File: src/lpic_pkg.sv
/*
 * Constants, types and decode functions for the light/proximity
 * interrupt and emitter control block.
 * Assumes a 125 MHz system clock and 8-bit registers on a two-wire serial bus.
 */
package lpic_pkg;

    // ------------------------------------------------------------
    // register offsets
    // ------------------------------------------------------------
    localparam logic [7:0] REG_CTL1 = 8'h00;
    localparam logic [7:0] REG_CTL2 = 8'h01;
    localparam logic [7:0] REG_RES_L = 8'h02;
    localparam logic [7:0] REG_RES_H = 8'h03;
    localparam logic [7:0] REG_THR_LO_L = 8'h04;
    localparam logic [7:0] REG_THR_LO_H = 8'h05;
    localparam logic [7:0] REG_THR_HI_L = 8'h06;
    localparam logic [7:0] REG_THR_HI_H = 8'h07;
    localparam logic [7:0] REG_TEST = 8'h08;

    // ------------------------------------------------------------
    // field positions
    // ------------------------------------------------------------
    localparam int CTL1_RUN_BIT = 7;
    localparam int CTL1_FLAG_BIT = 2;
    localparam int CTL1_PERSIST_LSB = 0;
    localparam int CTL2_SCHEME_BIT = 7;
    localparam int CTL2_MOD_BIT = 6;
    localparam int CTL2_DRIVE_LSB = 4;
    localparam int CTL2_RES_LSB = 2;

    // ------------------------------------------------------------
    // reset values
    // ------------------------------------------------------------
    localparam logic [7:0] CTL1_RST = 8'h00;
    localparam logic [7:0] CTL2_RST = 8'h00;
    localparam logic [15:0] THR_LO_RST = 16'h0000;
    localparam logic [15:0] THR_HI_RST = 16'hFFFF;
    localparam logic [7:0] TEST_VALUE = 8'h00;

    // ------------------------------------------------------------
    // timing
    // ------------------------------------------------------------
    localparam int CLK_FREQ_KHZ = 125000;
    localparam int OSC_FREQ_KHZ = 725;
    localparam int OSC_DIV_CYC = CLK_FREQ_KHZ / OSC_FREQ_KHZ;
    localparam int MOD_FREQ_KHZ = 360;
    localparam int MOD_HALF_CYC = CLK_FREQ_KHZ / (2 * MOD_FREQ_KHZ);
    localparam logic [6:0] BUS_ADDR = 7'h44;

    // ------------------------------------------------------------
    // state types
    // ------------------------------------------------------------
    typedef enum logic [1:0] {
        SEQ_IDLE = 2'b00,
        SEQ_VIS = 2'b01,
        SEQ_IR = 2'b10,
        SEQ_PROX = 2'b11
    } lpic_seq_t;

    typedef enum logic [2:0] {
        BUS_IDLE = 3'b000,
        BUS_RX = 3'b001,
        BUS_ACK = 3'b010,
        BUS_TX = 3'b011,
        BUS_TXACK = 3'b100
    } lpic_bus_t;

    // ------------------------------------------------------------
    // decode functions
    // ------------------------------------------------------------
    function automatic logic [4:0] persist_need(input logic [1:0] code);
        case (code)
            2'b00: persist_need = 5'h01;
            2'b01: persist_need = 5'h04;
            2'b10: persist_need = 5'h08;
            default: persist_need = 5'h10;
        endcase
    endfunction

    function automatic logic [16:0] int_cycles(input logic [1:0] code);
        case (code)
            2'b00: int_cycles = 17'h10000;
            2'b01: int_cycles = 17'h01000;
            2'b10: int_cycles = 17'h00100;
            default: int_cycles = 17'h00010;
        endcase
    endfunction

endpackage

File: src/lpic_top.sv
/*
 * Light/proximity sensor control: serial register slave, phase sequencer,
 * emitter drive and interrupt flag/pin.
 * Assumes bus pins and analog counts synchronous to clk_i; bus clock far
 * slower than clk_i; the analog side presents its count on sample_i at phase end.
 */
`timescale 1ns/10ps
module lpic_top #(
    parameter logic [6:0] DEV_ADDR = lpic_pkg::BUS_ADDR,
    parameter int OSC_DIV = lpic_pkg::OSC_DIV_CYC,
    parameter int MOD_HALF = lpic_pkg::MOD_HALF_CYC
) (
    // clock and reset
    input wire logic clk_i,
    input wire logic rst_i,
    // serial register bus
    input wire logic scl_i,
    input wire logic sda_i,
    output logic sda_o,
    output logic sda_oe_n_o,
    // interrupt
    output logic int_n_o,
    // emitter
    output logic emitter_drive_pin_o,
    output logic [1:0] emitter_level_o,
    // analog front end
    input wire logic [15:0] sample_i,
    output lpic_pkg::lpic_seq_t sense_phase_o
);
    import lpic_pkg::*;

    typedef struct packed {
        lpic_bus_t bus;
        logic [3:0] bitcnt;
        logic [7:0] shift;
        logic is_addr;
        logic is_ptr;
        logic rw;
        logic nack;
        logic [7:0] ptr;
        logic scl_d;
        logic sda_d;
        logic sda_oe_n;
        logic sda_out;
        logic [7:0] ctl1;
        logic [7:0] ctl2;
        logic [15:0] result;
        logic [15:0] thr_lo;
        logic [15:0] thr_hi;
        lpic_seq_t seq;
        logic [16:0] icnt;
        logic [15:0] ir_raw;
        logic res_valid;
        logic int_n;
        logic emit;
        logic [1:0] level;
    } lpic_state_t;

    lpic_state_t s_reg;
    lpic_state_t s_next;
    logic osc_tick;
    logic mod_wave;
    logic hit;

    // ------------------------------------------------------------
    // register read decode
    // ------------------------------------------------------------
    function automatic logic [7:0] read_reg(input logic [7:0] a, input lpic_state_t st);
        case (a)
            REG_CTL1: read_reg = st.ctl1;
            REG_CTL2: read_reg = st.ctl2;
            REG_RES_L: read_reg = st.result[7:0];
            REG_RES_H: read_reg = st.result[15:8];
            REG_THR_LO_L: read_reg = st.thr_lo[7:0];
            REG_THR_LO_H: read_reg = st.thr_lo[15:8];
            REG_THR_HI_L: read_reg = st.thr_hi[7:0];
            REG_THR_HI_H: read_reg = st.thr_hi[15:8];
            REG_TEST: read_reg = TEST_VALUE;
            default: read_reg = 8'h00;
        endcase
    endfunction

    // ------------------------------------------------------------
    // helpers
    // ------------------------------------------------------------
    lpic_timebase #(
        .OSC_DIV(OSC_DIV),
        .MOD_HALF(MOD_HALF),
        .CW(8)
    ) u_timebase (
        .clk_i(clk_i),
        .rst_i(rst_i),
        .osc_tick_o(osc_tick),
        .mod_wave_o(mod_wave)
    );

    lpic_window u_window (
        .clk_i(clk_i),
        .rst_i(rst_i),
        .valid_i(s_reg.res_valid),
        .value_i(s_reg.result),
        .signed_i(s_reg.ctl2[CTL2_SCHEME_BIT]),
        .lo_i(s_reg.thr_lo),
        .hi_i(s_reg.thr_hi),
        .persist_i(s_reg.ctl1[CTL1_PERSIST_LSB +: 2]),
        .hit_o(hit)
    );

    // ------------------------------------------------------------
    // next state
    // ------------------------------------------------------------
    always_comb begin
        logic rise;
        logic fall;
        logic start;
        logic stop;
        logic wr;
        logic load;
        logic clr;
        logic [7:0] rd;
        logic [16:0] diff;
        rise = 1'b0;
        fall = 1'b0;
        start = 1'b0;
        stop = 1'b0;
        wr = 1'b0;
        load = 1'b0;
        clr = 1'b0;
        rd = 8'h00;
        diff = {1'b0, sample_i} - {1'b0, s_reg.ir_raw};
        s_next = s_reg;
        s_next.scl_d = scl_i;
        s_next.sda_d = sda_i;
        s_next.res_valid = 1'b0;
        s_next.sda_out = 1'b0;

        // phase sequencer
        case (s_reg.seq)
            SEQ_IDLE: begin
                s_next.icnt = 17'h00000;
                if (s_reg.ctl1[CTL1_RUN_BIT]) begin
                    s_next.seq = SEQ_VIS;
                end
            end
            SEQ_VIS, SEQ_IR, SEQ_PROX: begin
                if (osc_tick) begin
                    if (s_reg.icnt == int_cycles(s_reg.ctl2[CTL2_RES_LSB +: 2]) - 17'h00001) begin
                        s_next.icnt = 17'h00000;
                        s_next.res_valid = 1'b1;
                        case (s_reg.seq)
                            SEQ_VIS: begin
                                s_next.result = sample_i;
                                s_next.seq = SEQ_IR;
                            end
                            SEQ_IR: begin
                                s_next.ir_raw = sample_i;
                                s_next.result = sample_i;
                                s_next.seq = SEQ_PROX;
                            end
                            default: begin
                                if (s_reg.ctl2[CTL2_SCHEME_BIT]) begin
                                    s_next.result = diff[16:1];
                                end else begin
                                    s_next.result = sample_i;
                                end
                                s_next.seq = s_reg.ctl1[CTL1_RUN_BIT] ? SEQ_VIS : SEQ_IDLE;
                            end
                        endcase
                    end else begin
                        s_next.icnt = s_reg.icnt + 17'h00001;
                    end
                end
            end
            default: s_next.seq = SEQ_IDLE;
        endcase

        // serial bus slave
        rise = scl_i & ~s_reg.scl_d;
        fall = ~scl_i & s_reg.scl_d;
        start = scl_i & s_reg.scl_d & s_reg.sda_d & ~sda_i;
        stop = scl_i & s_reg.scl_d & ~s_reg.sda_d & sda_i;
        if (start) begin
            s_next.bus = BUS_RX;
            s_next.bitcnt = 4'h0;
            s_next.is_addr = 1'b1;
            s_next.is_ptr = 1'b0;
            s_next.sda_oe_n = 1'b1;
        end else if (stop) begin
            s_next.bus = BUS_IDLE;
            s_next.sda_oe_n = 1'b1;
        end else begin
            case (s_reg.bus)
                BUS_IDLE: s_next.sda_oe_n = 1'b1;
                BUS_RX: begin
                    if (rise) begin
                        s_next.shift = {s_reg.shift[6:0], sda_i};
                        s_next.bitcnt = s_reg.bitcnt + 4'h1;
                    end else if (fall && s_reg.bitcnt == 4'h8) begin
                        if (s_reg.is_addr) begin
                            if (s_reg.shift[7:1] == DEV_ADDR) begin
                                s_next.rw = s_reg.shift[0];
                                s_next.is_ptr = ~s_reg.shift[0];
                                s_next.sda_oe_n = 1'b0;
                                s_next.bus = BUS_ACK;
                            end else begin
                                s_next.bus = BUS_IDLE;
                            end
                        end else begin
                            if (s_reg.is_ptr) begin
                                s_next.ptr = s_reg.shift;
                                s_next.is_ptr = 1'b0;
                            end else begin
                                wr = 1'b1;
                                s_next.ptr = s_reg.ptr + 8'h01;
                            end
                            s_next.sda_oe_n = 1'b0;
                            s_next.bus = BUS_ACK;
                        end
                    end
                end
                BUS_ACK: begin
                    if (fall) begin
                        s_next.sda_oe_n = 1'b1;
                        if (s_reg.is_addr && s_reg.rw) begin
                            load = 1'b1;
                        end else begin
                            s_next.bus = BUS_RX;
                            s_next.bitcnt = 4'h0;
                        end
                        s_next.is_addr = 1'b0;
                    end
                end
                BUS_TX: begin
                    if (fall) begin
                        if (s_reg.bitcnt == 4'h7) begin
                            s_next.sda_oe_n = 1'b1;
                            s_next.bus = BUS_TXACK;
                        end else begin
                            s_next.shift = {s_reg.shift[6:0], 1'b0};
                            s_next.bitcnt = s_reg.bitcnt + 4'h1;
                            s_next.sda_oe_n = s_reg.shift[6];
                        end
                    end
                end
                BUS_TXACK: begin
                    if (rise) begin
                        s_next.nack = sda_i;
                    end else if (fall) begin
                        if (s_reg.nack) begin
                            s_next.bus = BUS_IDLE;
                        end else begin
                            load = 1'b1;
                        end
                    end
                end
                default: s_next.bus = BUS_IDLE;
            endcase
        end

        // byte load for reads; reading control_one clears the flag
        if (load) begin
            rd = read_reg(s_reg.ptr, s_reg);
            s_next.shift = rd;
            s_next.sda_oe_n = rd[7];
            s_next.bitcnt = 4'h0;
            s_next.ptr = s_reg.ptr + 8'h01;
            s_next.bus = BUS_TX;
            if (s_reg.ptr == REG_CTL1) begin
                clr = 1'b1;
            end
        end

        // register writes
        if (wr) begin
            case (s_reg.ptr)
                REG_CTL1: begin
                    s_next.ctl1[7:3] = s_reg.shift[7:3];
                    s_next.ctl1[1:0] = s_reg.shift[1:0];
                    if (!s_reg.shift[CTL1_FLAG_BIT]) begin
                        clr = 1'b1;
                    end
                end
                REG_CTL2: s_next.ctl2 = s_reg.shift;
                REG_THR_LO_L: s_next.thr_lo[7:0] = s_reg.shift;
                REG_THR_LO_H: s_next.thr_lo[15:8] = s_reg.shift;
                REG_THR_HI_L: s_next.thr_hi[7:0] = s_reg.shift;
                REG_THR_HI_H: s_next.thr_hi[15:8] = s_reg.shift;
                default: s_next.ctl2 = s_reg.ctl2;
            endcase
        end

        // flag: a new event wins over a clear in the same cycle
        if (hit) begin
            s_next.ctl1[CTL1_FLAG_BIT] = 1'b1;
        end else if (clr) begin
            s_next.ctl1[CTL1_FLAG_BIT] = 1'b0;
        end
        s_next.int_n = ~s_next.ctl1[CTL1_FLAG_BIT];

        // emitter only in proximity phase
        if (s_next.seq == SEQ_PROX) begin
            s_next.emit = s_reg.ctl2[CTL2_MOD_BIT] ? mod_wave : 1'b1;
        end else begin
            s_next.emit = 1'b0;
        end
        s_next.level = s_reg.ctl2[CTL2_DRIVE_LSB +: 2];
    end

    // ------------------------------------------------------------
    // state register
    // ------------------------------------------------------------
    always_ff @(posedge clk_i or posedge rst_i) begin
        if (rst_i) begin
            s_reg <= '0;
            s_reg.bus <= BUS_IDLE;
            s_reg.seq <= SEQ_IDLE;
            s_reg.scl_d <= 1'b1;
            s_reg.sda_d <= 1'b1;
            s_reg.sda_oe_n <= 1'b1;
            s_reg.ctl1 <= CTL1_RST;
            s_reg.ctl2 <= CTL2_RST;
            s_reg.thr_lo <= THR_LO_RST;
            s_reg.thr_hi <= THR_HI_RST;
            s_reg.int_n <= 1'b1;
        end else begin
            s_reg <= s_next;
        end
    end

    // ------------------------------------------------------------
    // outputs
    // ------------------------------------------------------------
    assign sda_o = s_reg.sda_out;
    assign sda_oe_n_o = s_reg.sda_oe_n;
    assign int_n_o = s_reg.int_n;
    assign emitter_drive_pin_o = s_reg.emit;
    assign emitter_level_o = s_reg.level;
    assign sense_phase_o = s_reg.seq;

endmodule

File: src/lpic_timebase.sv
/*
 * Time base: conversion clock ticks and emitter modulation square wave.
 * Assumes the system clock runs at the rate given in the package.
 */
`timescale 1ns/10ps
module lpic_timebase #(
    parameter int OSC_DIV = lpic_pkg::OSC_DIV_CYC,
    parameter int MOD_HALF = lpic_pkg::MOD_HALF_CYC,
    parameter int CW = 8
) (
    // clock and reset
    input wire logic clk_i,
    input wire logic rst_i,
    // time base outputs
    output logic osc_tick_o,
    output logic mod_wave_o
);
    import lpic_pkg::*;

    typedef struct packed {
        logic [CW-1:0] osc_cnt;
        logic [CW-1:0] mod_cnt;
        logic tick;
        logic wave;
    } lpic_tb_t;

    lpic_tb_t s_reg;
    lpic_tb_t s_next;

    // ------------------------------------------------------------
    // dividers
    // ------------------------------------------------------------
    always_comb begin
        s_next = s_reg;
        s_next.tick = 1'b0;
        if (s_reg.osc_cnt == CW'(OSC_DIV - 1)) begin
            s_next.osc_cnt = '0;
            s_next.tick = 1'b1;
        end else begin
            s_next.osc_cnt = s_reg.osc_cnt + CW'(1);
        end
        if (s_reg.mod_cnt == CW'(MOD_HALF - 1)) begin
            s_next.mod_cnt = '0;
            s_next.wave = ~s_reg.wave;
        end else begin
            s_next.mod_cnt = s_reg.mod_cnt + CW'(1);
        end
    end

    always_ff @(posedge clk_i or posedge rst_i) begin
        if (rst_i) begin
            s_reg <= '0;
        end else begin
            s_reg <= s_next;
        end
    end

    assign osc_tick_o = s_reg.tick;
    assign mod_wave_o = s_reg.wave;

endmodule

File: src/lpic_window.sv
/*
 * Threshold window check with persistence counting.
 * Assumes one valid pulse per finished integration.
 */
`timescale 1ns/10ps
module lpic_window (
    // clock and reset
    input wire logic clk_i,
    input wire logic rst_i,
    // result in
    input wire logic valid_i,
    input wire logic [15:0] value_i,
    input wire logic signed_i,
    // settings
    input wire logic [15:0] lo_i,
    input wire logic [15:0] hi_i,
    input wire logic [1:0] persist_i,
    // event out
    output logic hit_o
);
    import lpic_pkg::*;

    typedef struct packed {
        logic [4:0] cnt;
        logic hit;
    } lpic_win_t;

    lpic_win_t s_reg;
    lpic_win_t s_next;
    logic outside;

    // ------------------------------------------------------------
    // compare and count
    // ------------------------------------------------------------
    always_comb begin
        if (signed_i) begin
            outside = ($signed(value_i) < $signed(lo_i)) || ($signed(value_i) > $signed(hi_i));
        end else begin
            outside = (value_i < lo_i) || (value_i > hi_i);
        end
        s_next = s_reg;
        s_next.hit = 1'b0;
        if (valid_i) begin
            if (!outside) begin
                s_next.cnt = 5'h00;
            end else if (s_reg.cnt + 5'h01 >= persist_need(persist_i)) begin
                s_next.cnt = 5'h00;
                s_next.hit = 1'b1;
            end else begin
                s_next.cnt = s_reg.cnt + 5'h01;
            end
        end
    end

    always_ff @(posedge clk_i or posedge rst_i) begin
        if (rst_i) begin
            s_reg <= '0;
        end else begin
            s_reg <= s_next;
        end
    end

    assign hit_o = s_reg.hit;

endmodule

File: config.mk
export PLATFORM = sky130hd
export DESIGN_NAME = lpic_top
export DESIGN_NICKNAME = d
export VERILOG_FILES = /design/src/lpic_pkg.sv /design/src/lpic_top.sv /design/src/lpic_timebase.sv /design/src/lpic_window.sv
export SDC_FILE = /design/constraint.sdc
export NUM_CORES = 1
export LEC_CHECK = 0
export ABC_AREA = 0
export BUFFER_PORTS_ARGS = -buffer_cell sky130_fd_sc_hd__buf_2
export CORE_UTILIZATION = 30
export DETAILED_ROUTE_END_ITERATION = 12
export REMOVE_ABC_BUFFERS = 1
export SETUP_SLACK_MARGIN = 0.02
export SYNTH_ARGS = -nofsm -noshare
export SYNTH_HDL_FRONTEND = slang
export SYNTH_SLANG_ARGS = --single-unit
File: constraint.sdc
create_clock -name clk_i -period 10.1 [get_ports clk_i]
set_input_delay 1.515 -clock clk_i [delete_from_list [all_inputs] [get_ports clk_i]]
set_output_delay 1.515 -clock clk_i [all_outputs]
set_load 0.005 [all_outputs]
# Yosys cells after proc, flatten, opt, wreduce, memory -nomap -nowiden

Cells that the tools add are included.

Add/subtract/negate cells: 8
Magnitude comparators: 5
Equal/unequal tests: 53
Mux-type cells: 102
Bitwise gates (word level): 17
Reductions and logical operators: 37

Operators by type and width:

| cell                                                | count |
|---|---|
| 2-to-1 mux 8 bit                                    | 10 |
| 2-to-1 mux 17 bit                                   | 4 |
| one-hot mux 8 bit (8 select lines)                  | 1 |
| one-hot mux 17 bit (3 select lines)                 | 1 |
| 2-to-1 mux 16 bit                                   | 3 |
| 2-to-1 mux 1 bit                                    | 46 |
| != test 5 bit, second input constant                | 9 |
| one-hot mux 19 bit (2 select lines)                 | 1 |
| 2-to-1 mux 36 bit                                   | 1 |
| equality test 8 x 3 -> 1 bit, second input constant | 4 |
| greater-than comparator 16 bit                      | 2 |
| less-than comparator 16 bit                         | 2 |
| 2-to-1 mux 15 bit                                   | 2 |
| adder 8 x 1 -> 8 bit, second input constant         | 3 |
| 2-to-1 mux 12 bit                                   | 2 |
| 2-to-1 mux 24 bit                                   | 1 |
| 2-to-1 mux 3 bit                                    | 8 |
| != test 4 bit, second input constant                | 6 |
| 2-to-1 mux 7 bit                                    | 3 |
| 2-to-1 mux 5 bit                                    | 4 |
| AND reduction 6 bit                                 | 3 |
| adder 17 x 1 -> 17 bit, second input constant       | 1 |
| equality test 17 bit                                | 1 |
| subtractor 16 x 16 -> 17 bit                        | 1 |
| other kinds (48)                                    | 103 |

Register bits: 158
Input bits: 20
Output and inout port bits: 8

# Depth between registers and ports, before layout

Gate-level depths: netlist of the first run.

Word-level depth: 14
Mapped depth: 13
Mapped depth without buffers: 11

# By module

From an unflattened synthesis of the first run, not the netlist that was laid out.

Cell total of the unflattened synthesis: 1026
Area, all modules: 9778.1 sq um

Modules (own cells, without submodules):

| module        | instances | cells an instance | area an instance (sq um) |
|---|---|---|---|
| lpic_top      | 1         | 788               | 7649.8 |
| lpic_window   | 1         | 160               | 1272.5 |
| lpic_timebase | 1         | 78                | 855.8 |

# Least setup slack after synthesis of the first run

OpenSTA, ideal clock, no wires.

Path kind: input to register
Start: input sample_i[1]
End: register s_reg[87] (netlist bit)
Library setup time: 0.132 ns
Data arrival time: 3.393 ns
Data required time: 9.968 ns
Slack: 6.575 ns
Stages: 10
Path buffers: 0
Path through: inv_1 > fa_1 > nor2b_1 > o21ai_0 > a31oi_1 > o31ai_1 > o21ai_0 > a2111oi_0 > a2111oi_0 > nor2_1

Word-level cells in the longest chain between the ends: 3

RTL lines:

| item                         | line            | source |
|---|---|---|
| from (decl)                  | lpic_top.sv:27  | `input wire logic [15:0] sample_i,` |
| subtractor 16 x 16 -> 17 bit | lpic_top.sv:130 | `diff = {1'b0, sample_i} - {1'b0, s_reg.ir_raw};` |
| 2-to-1 mux 16 bit            | lpic_top.sv:161 | `if (s_reg.ctl2[CTL2_SCHEME_BIT]) begin` |
| 2-to-1 mux 16 bit            | lpic_top.sv:150 | `case (s_reg.seq)` |
| to (signal assigned)         | lpic_top.sv:326 | `s_reg <= s_next;` |
| to (decl)                    | lpic_top.sv:59  | `lpic_state_t s_reg;` |

No other way between the ends.
A chain may end at the register's enable or synchronous reset.

# Worst setup path in the final report of the first run

Start: register s_reg[52] (netlist bit)
End: register u_window.s_reg[5] (netlist bit)

Word-level cells in the longest chain between the ends: 4
Elaborated cells between the ends (all ways): 6
Classes of those cells: 2 x order compare; 2 x mux; 2 x reduce/logical

RTL lines:

| item                                              | line                                 | source |
|---|---|---|
| greater-than comparator 16 bit (on tied branches) | lpic_window.sv:39, lpic_window.sv:37 |  |
| logical OR 1 bit (on tied branches)               | lpic_window.sv:39, lpic_window.sv:37 |  |
| 2-to-1 mux 1 bit (*)                              | lpic_window.sv:36                    | `if (signed_i) begin` |
| 2-to-1 mux 5 bit (*)                              | lpic_window.sv:44                    | `if (!outside) begin` |
| to (signal assigned)                              | lpic_window.sv:59                    | `s_reg <= s_next;` |
| to (decl)                                         | lpic_window.sv:28                    | `lpic_win_t s_reg;` |

Mark *: on every way between the ends. The rest lies on a longest branch, timed or not.

==> results of run 1 <==
==> cell families after synthesis <==
logic type	count (synthesis)	share of synthesized area
AO/OA/AOI/OAI	296	0.192
buffers and inverters	129	0.0615
flip-flops	158	0.418
other	1	0.000394
adder cells (fa/ha/maj)	65	0.0862
XOR/XNOR	32	0.0295
multiplexers	27	0.0313
AND/OR/NAND/NOR	343	0.181
==> how the worst max path moves through the flow <==
stage                startpoint             endpoint
floorplan                 rst_i  emitter_drive_pin_o
global placement    sample_i[1]            s_reg[87]
detailed placement  sample_i[1]            s_reg[87]
CTS                 sample_i[1]            s_reg[87]
global route          s_reg[51]    u_window.s_reg[5]
finish                s_reg[52]    u_window.s_reg[5]
==> layout make-up <==
type | count | area (um^2) | share of cell area
tap | 396 | 495 | 0.0474
inverter | 77 | 299 | 0.0286
clock inverter | 13 | 154 | 0.0147
clock buffer | 19 | 433 | 0.0414
sequential | 158 | 3980 | 0.380
timing repair buffer | 28 | 145 | 0.0139
multi-input combinational | 764 | 4950 | 0.474
==> synthesized netlist by cell type (all sizes together) (3+ instances only) <==
cell type,instances
a41oi,8
nand2b,18
inv,77
o21a,4
xor2,14
and2,10
o22ai,7
xnor2,18
a22oi,31
nor4,8
or4,3
a2111oi,4
nor3b,4
a21oi,63
dfrtp,138
o21ai,126
clkbuf,26
mux2,22
a21o,8
nand3,37
a211oi,5
nor2b,18
nand2,111
a31oi,13
nand4,10
o211ai,5
dfstp,20
or3,4
ha,64
buf,26
mux2i,5
nor2,73
or3b,4
nor3,14
and3,19
o31ai,7
==> where the power goes <==
| group | switching (W) | internal, W |
|---|---|---|
| Combinational | 0.000151 | 0.0000882 |
| Clock | 0.000285 | 0.000370 |
| Sequential | 0.0000849 | 0.000667 |
| Total | 0.000521 | 0.00112 |
==> placed cells by master, fill, tap and decap left out, types with 9 or more instances in the layout <==
cell type  synthesis  routed
and3_1            19      19
dfstp_2           20      20
mux2_2            21      21
xor2_1            14      14
nor3_1            13      13
nand3_1           36      36
inv_1             76      75
nor2_1            73      73
nand4_1           10      10
ha_1              64      64
a22oi_1           30      30
o21ai_0          110     110
buf_2             15      26
nand2_1           96      96
o21ai_2           15      15
clkbuf_16          0      17
nand2_2           15      15
a21oi_1           63      63
nand2b_1          18      18
dfrtp_1          138     138
xnor2_1           18      18
nor2b_1           18      18
and2_1             9       9
a31oi_1           13      13
==> per-stage QoR <==
step                 util  area, um^2  setup slack [ns]  cells
global placement    0.319        9870              6.10   1423
floorplan               -        9230              4.35    999
finish              0.338       10500              6.47   1455
global route        0.338       10500              6.24   1455
detailed placement  0.319        9870              6.05   1423
CTS                 0.338       10500              6.52   1455
==> critical path, stage by stage (launching register included) <==
cell and delay [ns]:
dfstp_2 0.54, inv_1 0.05, ha_1 0.28, and3_1 0.19, nand4_1 0.22, a211oi_1 0.46
nor2_1 0.12, or4b_2 0.64, a31oi_1 0.52, or3b_1 0.33, o22ai_1 0.12
==> layer usage <==
metal,up-vias,share of wire
met2,149,0.44
li1,3700,-
met4,0,0.019
met5,-,0
met1,3578,0.50
met3,31,0.043
==> metrics.txt, run 1 <==
DR DRC count 0; Yosys reg bits 158; I/O pin cnt 28; Worst R2R Start s_reg[52]; grt peak-use layer met2; Worst setup SP type register; Fin. Hold Viols 0; Hold Crit Start u_window.hit_o; GR Util met1 0.204; Worst setup EP type register; first drt pass iteration count 5; dpl hpwl 15800 um; Worst-path clk slew 0.07 ns; cells resized by post-CTS repair 0; cts-stage hold buffer count 0; Hold Crit Class register to register; share of layout cells above drive strength 1 0.137; Leak 4.73 nW; synthesized area 9520 um^2; Iter 0 DRT Violations 465; asr flop ratio synth 1.00; Slew HR 0.276; routing usage on met2 0.216; FF-to-FF setup slack 6.47 ns; Avg Cell Area, Syn 9.05 um^2; Fin Setup TNS 0 ns; TritonCTS Buffers 17; Synth Instances 1051; Vias 7458; actual slew at the worst max-slew pin 1.08 ns; synth unique cells 75; Worst VDD drop 0.121 mV; die height 180 um; WL/cell 15.3 um; met3 Use GR 0.0305; Min-Delay Endpoint int_n_o; Largest register FFs 125; drt via density 5.13; Seq/Total Area, Yosys 0.418; Root Buffer clkbuf_16; worst-case clock buffer depth 2; Placeable Area 30900 um^2; CTS Sinks 158; first-pass GRT wire length 37700 um; RSZ-0062 raised after global routing no; Slew Limit Fails 0; endpoints failing setup 0; required time worst endpoint 10.40 ns; synth top area cells dfrtp_1, ha_1, o21ai_0; Tcrit/Tclk final 0.359; Clk Latency, worst-skew pair 0.44 ns; Antenna diodes 0; worst hold margin 0.394 ns; antenna-violating nets left 0; worst reg2reg endpoint u_window.s_reg[5]; Yosys top cell by area dfrtp_1; Initial Utilization 0.308; initial antenna violation count 0; Cell Pwr Density 157 nW/um^2; outcome finished, final reports clean; Layout Nets 1131; Max Cap Viol 0; Filler Cell Count 3187; ys flop type dfrtp_1; synthesis-to-layout area growth 9.89%; number of flops mapped to enable cells by yosys 0; DRT Wirelength 22300 um; row cnt 64; FF-to-FF path depth 10; Fmax 276 MHz; vias in the first global route 7218; CTS tree built; depth of the worst hold-timing path 1; Total Power 0.00165 W; PortBufs 26; placer congestion estimate 0.894; htree depth 4; die area 32400 um^2; largest net degree at the start of global routing 86; Crit Path Category register to register; Ys Warns 0; Post-CTS Setup Bufs 0; grt ovf 0; worst-path fanout max 5; Critical Path AT 3.93 ns; GR Util All Layers 0.145; Horiz. Die Dim 180 um; Worst Clk Skew 0.00966 ns; top-area cell type share of the netlist area 0.363; minimum clock period after layout 3.63 ns
Power figures use the tool's default switching activity.
==> run 2: changes to the inputs <==
==> constraint.sdc (replaced) <==
create_clock -name clk_i -period 3.06 [get_ports clk_i]
set_input_delay 0.459 -clock clk_i [delete_from_list [all_inputs] [get_ports clk_i]]
set_output_delay 0.459 -clock clk_i [all_outputs]
set_load 0.005 [all_outputs]
==> run 2 against run 1 <==
Sequential share of layout area shrank 1.2 points. Critical endpoint unchanged. Power grew to 3.3 times the previous value. Global-route usage grew 0.28 points. Critical path depth is the same. Die area is the same. Worst hold slack lost 0.30 ns. Combinational power grew to 3.6 times the previous value.
==> metrics.txt, run 2 (synthesized netlist as in run 1, its figures left out) <==
outcome finished, final reports clean; launch point of the worst path s_reg[51]; PortBufs 26; placer congestion estimate 0.897; endpoints failing setup 0; storage element area 3980 um^2; vias in the first global route 7260; DR DRC count 0; Largest register FFs 125; htree depth 4; Fin. Hold Viols 0; Cell Pwr Density 498 nW/um^2; minimum clock period after layout 2.86 ns; area occupied by multi-input gates 4970 um^2; antenna-violating nets left 0; post-route insts no fill 1498; Initial Utilization 0.308; Worst Clk Skew 0.0135 ns; Max stage delay on crit path 0.65 ns; Worst setup SP type register; dpl hpwl 17200 um; DRT Wirelength 23000 um; Hold Crit Class input pin to asynchronous set/reset pin; TritonCTS Buffers 17; row cnt 64; worst-path fanout max 5; Critical Path AT 3.16 ns; actual slew at the worst max-slew pin 1.06 ns; worst-case clock buffer depth 2; Horiz. Die Dim 180 um; required time worst endpoint 3.36 ns; most common cell after layout, fill and taps aside dfrtp_1; Worst R2R Start s_reg[51]; combinational share of power 0.160; Slew Limit Fails 0; slack of the critical path 0.196 ns; WL/cell 15.4 um; cells resized by post-CTS repair 0; Max Cap Viol 0; GR Util All Layers 0.148; Worst setup EP type register; Root Buffer clkbuf_16; placed cells 1466; Post-DP Area 10200 um^2; share of layout cells above drive strength 1 0.174; first-pass GRT wire length 38500 um; Vias 7655; Placeable Area 30900 um^2; Tcrit/Tclk final 0.936; initial antenna violation count 0; Worst-path clk slew 0.07 ns; Sequential Power Share 0.460; switching share of total power 0.313; Worst VDD drop 0.388 mV; Layout Nets 1174; synthesis-to-layout area growth 13.4%; first drt pass iteration count 7; Filler Cell Count 3152; die height 180 um; cts-stage hold buffer count 0; Fmax 349 MHz; Iter 0 DRT Violations 555; RSZ-0062 raised after global routing no; drt via density 5.11; pre-CTS setup slack 0.0605 ns; Critical-path top delay cell or4b_2; Post-CTS Setup Bufs 0; Int Pwr 0.00369 W; Leak 4.95 nW; CP cell instances inv_1, ha_1, and3_1, nand4_1, o21bai_1, nor2_1, or4b_2, a31oi_2, or3b_4, o22ai_1; power share of the clock group 0.380; Switching Power 0.00168 W; Antenna diodes 0; die area 32400 um^2; commonest non-fill, non-tap cells in the layout dfrtp_1, o21ai_0, nand2_1, inv_1, nor2_1; design area 10800 um^2; I/O pin cnt 28; Slew HR 0.287; CTS Sinks 158; Clk Latency, worst-skew pair 0.43 ns; largest net degree at the start of global routing 65; CTS tree built; Crit Path Category register to register; grt ovf 0
[run 2: changes by cell type in the layout (fill, tap and decap cells not counted), moves of 2 or more]
cell | previous run | this run
a31oi_2 | 0 | 2
clkinvlp_4 | 3 | 1
inv_8 | 2 | 0
clkinv_2 | 1 | 4
buf_4 | 2 | 43
buf_12 | 0 | 2
a31oi_1 | 13 | 11
clkinv_4 | 1 | 3
[run 2: critical path: cells and delay by family (launching register included)]
kind,cells,cell delay (ns)
buffers and inverters,1,0.05
AND/OR/NAND/NOR,5,1.30
adder cells (fa/ha/maj),1,0.29
flip-flops,1,0.54
AO/OA/AOI/OAI,3,0.56
[run 2: layout make-up]
| type | instances | share of cell area |
|---|---|---|
| clock inverters | 12 | 0.0102 |
| repair buffers | 71 | 0.0457 |
| flip-flops and latches | 158 | 0.369 |
| multi-input cells | 764 | 0.461 |
| clock buffers | 20 | 0.0414 |
| well taps | 396 | 0.0459 |
| inverters | 77 | 0.0277 |
[run 2: power by group through the flow]
| stage | combinational [W] | clock, W | sequential, W |
|---|---|---|---|
| finish | 0.000858 | 0.00204 | 0.00247 |
| global route | 0.000969 | 0.00219 | 0.00250 |
| CTS | 0.000855 | 0.00210 | 0.00247 |
| detailed placement | 0.000853 | 0 | 0.00251 |
| global placement | 0.000845 | 0 | 0.00251 |
| floorplan | 0.000579 | 0 | 0.00238 |
[run 2: path summary, 6_finish.rpt]
path	end	slack (ns)	cells past startpoint
min reg2reg	int_n_o	0.40	1
max reg2reg	u_window.s_reg[5]	0.20	10
max	u_window.s_reg[5]	0.20	10
min	u_timebase.s_reg[12]	0.1	2
max in group asynchronous	int_n_o	2.21	3
min in group clk_i	s_reg[106]	0.20	1
[run 2: layer usage]
metal	wire (um)	up-vias	GRT usage
li1	-	3781	-
met1	11300	3642	0.211
met2	10100	208	0.225
met3	1270	24	0.0265
met4	391	0	0.0448
met5	0	-	0
[run 2: metrics by stage]
step                      setup TNS (ns)  total power, W   util  hold WS (ns)
final                                  0         0.00537  0.349        0.0977
after global routing                   0         0.00565  0.349         0.137
after CTS                              0         0.00542  0.349         0.124
after detailed placement               0         0.00336  0.331         0.397
after global placement                 0         0.00335  0.331         0.393
after floorplan                  -234.13         0.00296      -         0.367
